--- src/logic/scisr_regs.vh ---
`ifndef SCISR_REGS_VH
`define SCISR_REGS_VH

// ********************************
// register addresses
// ********************************
`define SCISR_ADDR_STATUS1     8'h00
`define SCISR_ADDR_STATUS2     8'h01
`define SCISR_ADDR_VOLT        8'h02
`define SCISR_ADDR_TONE        8'h03
`define SCISR_ADDR_CURR        8'h04

// ********************************
// reset values
// ********************************
`define SCISR_RST_VOLT         8'h00
`define SCISR_RST_TONE         8'h00
`define SCISR_RST_CURR         8'h00

// ********************************
// field positions
// ********************************
`define SCISR_VOLT_SEL_MSB     3
`define SCISR_VOLT_SEL_LSB     0
`define SCISR_TONE_ON_BIT      0
`define SCISR_LOW_POWER_BIT    1
`define SCISR_TONE_SRC_BIT     2
`define SCISR_LIMIT_RANGE_BIT  0
`define SCISR_BOOST_LIMIT_BIT  1
`define SCISR_PULSED_OFF_BIT   2
`define SCISR_PULSE_LONG_BIT   3

// ********************************
// chip address (arbitrary value)
// ********************************
`define SCISR_CHIP_ADDR_HI     6'h04

// ********************************
// timing counts
// ********************************
`define SCISR_SYNC_STAGES      2
`define SCISR_BITS_PER_BYTE    4'h8
`define SCISR_LAST_TX_BIT      3'h7

`endif

--- src/logic/scisr_sync.v ---
`timescale 1ns/1ps

// ********************************
// two-stage synchroniser per bit
// ********************************
module scisr_sync #(
   parameter W = 1
) (
   // clock and reset
   input  wire         mclk_i,
   input  wire         rst_i,
   // data
   input  wire [W-1:0] async_i,
   output wire [W-1:0] sync_o
);

   genvar g;
   generate
      for (g = 0; g < W; g = g + 1) begin : g_bit
         reg meta_r;
         reg stab_r;
         // first stage feeds only the second
         always @(posedge mclk_i) begin
            if (rst_i) begin
               meta_r <= 1'b0;
               stab_r <= 1'b0;
            end else begin
               meta_r <= async_i[g];
               stab_r <= meta_r;
            end
         end
         assign sync_o[g] = stab_r;
      end
   endgenerate

endmodule // scisr_sync

--- src/logic/scisr_i2c_regs.v ---
`timescale 1ns/1ps
`include "scisr_regs.vh"

module scisr_i2c_regs (
   // clock and reset
   input  wire       mclk_i,
   input  wire       rst_i,
   // bus pins
   input  wire       scl_i,
   input  wire       sda_i,
   output reg        sda_o,
   output reg        sda_oe_o,
   // device pins
   input  wire       addr_sel_i,
   input  wire       uvlo_i,
   input  wire       tone_key_input_i,
   // diagnostics from analog side, same clock
   input  wire [7:0] status1_i,
   input  wire [7:0] status2_i,
   // voltage control
   output reg  [3:0] volt_sel_o,
   // tone control
   output reg        tone_output_on_o,
   output reg        low_power_select_o,
   output reg        tone_input_source_o,
   output reg        tone_ext_pass_o,
   output reg        tone_env_gate_o,
   // current limit control
   output reg        output_limit_range_o,
   output reg        boost_switch_limit_o,
   output reg        pulsed_limit_off_o,
   output reg        pulse_time_long_o
);

   // ********************************
   // states
   // ********************************
   localparam S_IDLE = 3'h0;
   localparam S_RX   = 3'h1;
   localparam S_ACK  = 3'h2;
   localparam S_TX   = 3'h3;
   localparam S_MACK = 3'h4;

   localparam P_CHIP = 2'h0;
   localparam P_REG  = 2'h1;
   localparam P_DATA = 2'h2;

   // ********************************
   // pin synchronisers
   // ********************************
   wire [4:0] pin_sync;

   scisr_sync #(
      .W (5)
   ) u_sync (
      .mclk_i  (mclk_i),
      .rst_i   (rst_i),
      .async_i ({tone_key_input_i, uvlo_i, addr_sel_i, ~sda_i, ~scl_i}),
      .sync_o  (pin_sync)
   );

   // bus pins pass inverted so a cleared stage reads idle high, no false edge after reset
   wire scl_s  = ~pin_sync[0];
   wire sda_s  = ~pin_sync[1];
   wire asel_s = pin_sync[2];
   wire uvlo_s = pin_sync[3];
   wire key_s  = pin_sync[4];

   reg        scl_d_r;
   reg        sda_d_r;
   reg  [2:0] state_r;
   reg  [1:0] phase_r;
   reg  [3:0] bit_cnt_r;
   reg  [7:0] shift_r;
   reg  [7:0] ptr_r;
   reg        rw_r;
   reg        mack_low_r;
   reg  [7:0] volt_r;
   reg  [7:0] tone_r;
   reg  [7:0] curr_r;

   wire scl_rise = scl_s & ~scl_d_r;
   wire scl_fall = ~scl_s & scl_d_r;
   // data edges only count while clock stays high
   wire start_det = scl_s & scl_d_r & sda_d_r & ~sda_s;
   wire stop_det  = scl_s & scl_d_r & ~sda_d_r & sda_s;

   wire [6:0] chip_addr = {`SCISR_CHIP_ADDR_HI, asel_s};
   wire       addr_hit  = (shift_r[7:1] == chip_addr);

   // ********************************
   // read mux
   // ********************************
   function [7:0] rd_mux;
      input [7:0] a;
      input [7:0] st1;
      input [7:0] st2;
      input [7:0] v;
      input [7:0] t;
      input [7:0] c;
      begin
         case (a)
            `SCISR_ADDR_STATUS1: rd_mux = st1;
            `SCISR_ADDR_STATUS2: rd_mux = st2;
            `SCISR_ADDR_VOLT:    rd_mux = v;
            `SCISR_ADDR_TONE:    rd_mux = t;
            `SCISR_ADDR_CURR:    rd_mux = c;
            default:             rd_mux = 8'h00;
         endcase
      end
   endfunction

   wire [7:0] ptr_inc  = ptr_r + 8'h01;
   wire [7:0] rd_cur   = rd_mux(ptr_r, status1_i, status2_i, volt_r, tone_r, curr_r);
   wire [7:0] rd_next  = rd_mux(ptr_inc, status1_i, status2_i, volt_r, tone_r, curr_r);

   // ********************************
   // edge history
   // ********************************
   always @(posedge mclk_i) begin
      if (rst_i) begin
         scl_d_r <= 1'b1;
         sda_d_r <= 1'b1;
      end else begin
         scl_d_r <= scl_s;
         sda_d_r <= sda_s;
      end
   end

   // ********************************
   // protocol engine
   // ********************************
   always @(posedge mclk_i) begin
      if (rst_i) begin
         state_r    <= S_IDLE;
         phase_r    <= P_CHIP;
         bit_cnt_r  <= 4'h0;
         shift_r    <= 8'h00;
         ptr_r      <= 8'h00;
         rw_r       <= 1'b0;
         mack_low_r <= 1'b0;
         sda_o      <= 1'b0;
         sda_oe_o   <= 1'b0;
         volt_r     <= `SCISR_RST_VOLT;
         tone_r     <= `SCISR_RST_TONE;
         curr_r     <= `SCISR_RST_CURR;
      end else if (stop_det) begin
         state_r   <= S_IDLE;
         phase_r   <= P_CHIP;
         sda_oe_o  <= 1'b0;
      end else if (start_det) begin
         state_r   <= S_RX;
         phase_r   <= P_CHIP;
         bit_cnt_r <= 4'h0;
         sda_oe_o  <= 1'b0;
      end else begin
         case (state_r)
            S_IDLE: begin
               sda_oe_o <= 1'b0;
            end
            S_RX: begin
               if (scl_rise && bit_cnt_r != `SCISR_BITS_PER_BYTE) begin
                  shift_r   <= {shift_r[6:0], sda_s};
                  bit_cnt_r <= bit_cnt_r + 4'h1;
               end else if (scl_fall && bit_cnt_r == `SCISR_BITS_PER_BYTE) begin
                  if (uvlo_s) begin
                     state_r <= S_IDLE;
                  end else if (phase_r == P_CHIP && !addr_hit) begin
                     state_r <= S_IDLE;
                  end else begin
                     state_r  <= S_ACK;
                     sda_oe_o <= 1'b1;
                     case (phase_r)
                        P_CHIP: begin
                           rw_r <= shift_r[0];
                        end
                        P_REG: begin
                           ptr_r <= shift_r;
                        end
                        default: begin
                           ptr_r <= ptr_inc;
                           if (ptr_r == `SCISR_ADDR_VOLT) begin
                              volt_r <= shift_r;
                           end
                           if (ptr_r == `SCISR_ADDR_TONE) begin
                              tone_r <= shift_r;
                           end
                           if (ptr_r == `SCISR_ADDR_CURR) begin
                              curr_r <= shift_r;
                           end
                        end
                     endcase
                  end
               end
            end
            S_ACK: begin
               // hold low until ninth clock falls
               if (scl_fall) begin
                  bit_cnt_r <= 4'h0;
                  if (phase_r == P_CHIP && rw_r) begin
                     state_r   <= S_TX;
                     shift_r   <= rd_cur;
                     sda_oe_o  <= ~rd_cur[7];
                  end else begin
                     state_r  <= S_RX;
                     sda_oe_o <= 1'b0;
                     if (phase_r == P_CHIP) begin
                        phase_r <= P_REG;
                     end else begin
                        phase_r <= P_DATA;
                     end
                  end
               end
            end
            S_TX: begin
               if (scl_fall) begin
                  if (bit_cnt_r[2:0] == `SCISR_LAST_TX_BIT) begin
                     // release for master acknowledge
                     state_r  <= S_MACK;
                     sda_oe_o <= 1'b0;
                  end else begin
                     bit_cnt_r <= bit_cnt_r + 4'h1;
                     shift_r   <= {shift_r[6:0], 1'b0};
                     sda_oe_o  <= ~shift_r[6];
                  end
               end
            end
            S_MACK: begin
               if (scl_rise) begin
                  mack_low_r <= ~sda_s;
               end else if (scl_fall) begin
                  bit_cnt_r <= 4'h0;
                  if (mack_low_r) begin
                     state_r  <= S_TX;
                     ptr_r    <= ptr_inc;
                     shift_r  <= rd_next;
                     sda_oe_o <= ~rd_next[7];
                  end else begin
                     // high ack: wait for stop
                     state_r  <= S_IDLE;
                     sda_oe_o <= 1'b0;
                  end
               end
            end
            default: begin
               state_r  <= S_IDLE;
               sda_oe_o <= 1'b0;
            end
         endcase
      end
   end

   // ********************************
   // control outputs
   // ********************************
   // reserved bits dropped here, stored only for readback
   // reserved bits drive no control output
   always @(posedge mclk_i) begin
      if (rst_i) begin
         volt_sel_o           <= 4'h0;
         tone_output_on_o     <= 1'b0;
         low_power_select_o   <= 1'b0;
         tone_input_source_o  <= 1'b0;
         tone_ext_pass_o      <= 1'b0;
         tone_env_gate_o      <= 1'b0;
         output_limit_range_o <= 1'b0;
         boost_switch_limit_o <= 1'b0;
         pulsed_limit_off_o   <= 1'b0;
         pulse_time_long_o    <= 1'b0;
      end else begin
         volt_sel_o           <= volt_r[`SCISR_VOLT_SEL_MSB:`SCISR_VOLT_SEL_LSB];
         tone_output_on_o     <= tone_r[`SCISR_TONE_ON_BIT];
         low_power_select_o   <= tone_r[`SCISR_LOW_POWER_BIT];
         tone_input_source_o  <= tone_r[`SCISR_TONE_SRC_BIT];
         tone_ext_pass_o      <= tone_r[`SCISR_TONE_ON_BIT] & tone_r[`SCISR_TONE_SRC_BIT] & key_s;
         tone_env_gate_o      <= tone_r[`SCISR_TONE_ON_BIT] & ~tone_r[`SCISR_TONE_SRC_BIT] & key_s;
         output_limit_range_o <= curr_r[`SCISR_LIMIT_RANGE_BIT];
         boost_switch_limit_o <= curr_r[`SCISR_BOOST_LIMIT_BIT];
         pulsed_limit_off_o   <= curr_r[`SCISR_PULSED_OFF_BIT];
         pulse_time_long_o    <= curr_r[`SCISR_PULSE_LONG_BIT];
      end
   end

endmodule // scisr_i2c_regs

--- config.mk ---
export PLATFORM = sky130hd
export DESIGN_NAME = scisr_i2c_regs
export DESIGN_NICKNAME = d
export VERILOG_FILES = /design/src/logic/scisr_sync.v /design/src/logic/scisr_i2c_regs.v
export VERILOG_INCLUDE_DIRS = /design/src /design/src/logic
export SDC_FILE = /design/constraint.sdc
export NUM_CORES = 1
export LEC_CHECK = 0
export ABC_AREA = 0
export BUFFER_PORTS_ARGS = -buffer_cell sky130_fd_sc_hd__buf_2
export CORE_UTILIZATION = 64
export DETAILED_ROUTE_END_ITERATION = 7
export GPL_ROUTABILITY_DRIVEN = 0
export PLACE_DENSITY = 0.85
export SLEW_MARGIN = 10
export SYNTH_ARGS = -nofsm -noshare
export SYNTH_HDL_FRONTEND = slang
export SYNTH_HIERARCHICAL = 1
export SYNTH_SLANG_ARGS = --single-unit
export TNS_END_PERCENT = 10
--- constraint.sdc ---
create_clock -name mclk_i -period 4.6 [get_ports mclk_i]
set_input_delay 0.46 -clock mclk_i [delete_from_list [all_inputs] [get_ports mclk_i]]
set_output_delay 0.46 -clock mclk_i [all_outputs]
set_load 0.1 [all_outputs]
==> results.py <==
metrics = {
    "sta": {
        "slew_headroom_pct": 21.00,
        "holdWs_ns": 0.3096,
        "worst_pin_slew_ns": 1.180,
        "grt_setup_unrepaired": "false",
        "drv_slew": 0,
        "hold_viol_final": 0,
        "post-route-period-util_pct": 69.93,
        "finalSetupViolCount": 0,
        "tns_ns": 0,
        "fin_crit_ns": 3.217,
        "max_freq_mhz": 310.9,
        "clock-skew-final_ns": 0.01242,
    },
    "routing": {
        "viasPerCell": 6.799,
        "ant_nets": 0,
        "num_vias": 4025,
        "drc": 0,
        "drt_iter0_drc": 352,
        "drtPass1Iterations": 6,
        "totalWireLength_um": 10930,
        "routedWlPerCell_um": 18.47,
    },
    "global_routing": {
        "grt_overflow": 0,
        "grt_pass1_vias": 3684,
        "grt_pass1_wl_um": 17950,
        "antenna_found_initial": 0,
        "grt_max_degree": 69,
        "grt_util_all_layers_pct": 31.96,
    },
    "pwr": {
        "p_sw_share_pct": 25.04,
        "seqPwrFrac_pct": 53.3,
        "p_int_w": 0.0009528,
        "combPwrFrac_pct": 5.3,
        "p_clk_share_pct": 41.4,
        "power_leakage_nw": 1.857,
        "netSwitchingPower_w": 0.0003183,
        "power_density_mw_per_mm2": 279.1,
        "power_w": 0.001271,
        "peakVddDrop_v": 0.0003049,
    },
    "clock_tree": {
        "cts_hold_buf": 0,
        "cts-buffers-inserted": 9,
        "ctsRootBufferMaster": "clkbuf_8",
        "cts_setup_buffers": 0,
        "cts_tree": "built",
        "htree_levels": 3,
        "clk_latency_ns": 0.36,
        "ctsResizeCount": 0,
        "cts.clk_slew.worst_paths_ns": 0.08,
        "clock_path_buffers": 2,
        "clock_sinks": 77,
    },
    "setup_path": {
        "cp_cell_sequence": "ha_1, and3_1, a311oi_1, o31ai_1, a21oi_1, o311a_1",
        "cpMaxStageDelayCell": "o31ai_1",
        "path_class": "reg2reg",
        "end_kind": "flip-flop",
        "arrival_ns": 3.46,
        "max_stage_delay_ns": 0.83,
        "required_ns": 4.84,
        "cp_max_fo": 16,
        "cp-start-kind": "flip-flop",
    },
    "floorplanning": {
        "std_cell_rows": 29,
        "die_w_um": 83.54,
        "die_h_um": 83.54,
        "dieArea_mm2": 0.006979,
        "num_io_pins": 38,
        "core_region_area_mm2": 0.006386,
        "start_util_pct": 66.63,
    },
    "cells_and_area": {
        "finalCoreUtilization_pct": 71.32,
        "multiInputGateArea_mm2": 0.002460,
        "fin_nets": 541,
        "drive_above_1_share_pct": 13.40,
        "syn2layout_area_growth_pct": 7.027,
        "n_fill_cell": 503,
        "antenna_cells": 0,
        "regArea_mm2": 0.001541,
        "fin_cells": 592,
    },
    "synth": {
        "yosysUniqueCellTypes": 66,
        "ys_warn_count": 6,
        "synth_edf_count": 0,
        "ys_ff_latch": 77,
        "synth-main-ff-cell": "dfxtp_1",
        "netlist_area_mm2": 0.004255,
        "synthArstFlopShare_pct": 0,
        "synthesis.nets": 533,
        "ys_seq_area_share_pct": 36.22,
        "synthCells": 502,
        "syn_avg_cell_area_um2": 8.477,
    },
    "min_path": {
        "hold_path.class": "in2reg",
    },
    "status": {
        "status": "completed",
    },
    "job": {
        "max_cap_violations": 0,
    },
    "placed_design": {
        "port_buffers": 36,
        "post-dp-hpwl_um": 7491,
        "placedCellCount": 576,
    },
}
-- synth_stat cells (8+ instances only) --
cell type | number | area (µm²)
nor3_1 | 8 | 40.04
a21oi_1 | 31 | 155.2
o21ai_0 | 8 | 40.04
clkbuf_1 | 21 | 78.83
a21o_1 | 9 | 67.56
ha_1 | 8 | 100.1
mux2i_1 | 27 | 270.3
buf_2 | 9 | 45.04
nor2b_1 | 26 | 162.7
o211ai_1 | 8 | 60.06
a22oi_1 | 30 | 225.2
o31ai_1 | 16 | 120.1
a2111oi_0 | 9 | 78.83
dfxtp_1 | 77 | 1541
nor2_1 | 50 | 187.7
inv_1 | 17 | 63.81
nand2_1 | 30 | 112.6
-- state kept, by name, indices dropped and copies added (netlist names), 2 cells and up --
| name | count |
|---|---|
| ptr_r | 8 |
| curr_r | 8 |
| bit_cnt_r | 4 |
| tone_r | 8 |
| state_r | 3 |
| shift_r | 8 |
| volt_r | 8 |
| u_sync/g_bit.meta_r | 5 |
| volt_sel_o | 4 |
| u_sync/g_bit.stab_r | 5 |
| phase_r | 2 |
-- worst paths after layout --
| check | depth (start not counted) | slack, ns | endpoint | from |
|---|---|---|---|---|
| setup / recovery | 6 | 1.38 | shift_r[7] | ptr_r[0] |
| hold / removal | 2 | 0.31 | u_sync/g_bit[4].meta_r | tone_key_input_i |
| setup reg to reg | 6 | 1.38 | shift_r[7] | ptr_r[0] |
| hold reg to reg | 1 | 0.44 | u_sync/g_bit[3].stab_r | u_sync/g_bit[3].meta_r |
-- metal layers --
metal	part of all wire (%)	vias up	global-route usage, %
li1	-	1888	-
met1	43	1867	44.29
met2	44	236	47.99
met3	9.7	34	7.023
met4	3.3	0	13.71
met5	0	-	0
-- power by group through the flow --
stage,clock [W],sequential (W),combinational [W]
floorplan,0,0.000690,0.0000483
global placement,0,0.000693,0.0000638
detailed placement,0,0.000693,0.0000652
CTS,0.000529,0.000678,0.0000655
global route,0.000560,0.000678,0.0000735
finish,0.000527,0.000678,0.0000670
-- per-stage QoR --
step | area (µm²) | worst slack [ns]
finish | 4554 | 1.383
global route | 4554 | 1.158
CTS | 4554 | 1.451
detailed placement | 4357 | 1.488
global placement | 4357 | 1.587
floorplan | 4255 | 2.301
-- critical path: cells and delay by family, from the launching register on --
family                     cells  cell delay (ns)
and+or+nand+nor                1             0.36
AOI/OAI and AO/OA              4             1.47
DFF                            1             0.62
adders and majority gates      1             0.65
-- area by class of cell --
class / instances / share of cell area [%]
tap: 77 / 2.115
clock buffer: 10 / 2.802
inverter: 17 / 1.401
multi-input combinational: 367 / 54.01
sequential: 77 / 33.85
clock inverter: 6 / 1.538
timing repair buffer: 38 / 4.286
-- cell usage in the layout (no fill, tap or decap), types with 3 or more instances in the layout --
cell / n
and3_1: 3
a31oi_1: 5
a21o_1: 9
nand2_1: 30
inv_1: 17
a21oi_1: 31
ha_1: 8
o211ai_1: 8
nor3_1: 8
o31ai_1: 16
nand3_1: 6
o21ai_0: 8
a221oi_1: 7
dfxtp_1: 77
nor4_1: 6
a2111oi_0: 9
o311ai_0: 7
buf_2: 36
nor2b_1: 26
a31o_2: 7
nand4_1: 5
nor3b_1: 5
clkbuf_8: 9
or3_1: 3
nand2b_1: 5
a22oi_1: 30
nor2_1: 50
mux2i_1: 27
-- cell families after synthesis --
| logic type | synth area share (%) |
|---|---|
| fa+ha+maj | 2.352 |
| other cells | 0.08812 |
| flops | 36.22 |
| xor+xnor | 0.6176 |
| buf+inv | 6.086 |
| mux | 6.351 |
| simple gates | 21.17 |
| compound gates | 27.11 |
Note: power is estimated with default switching activity, not from simulation.
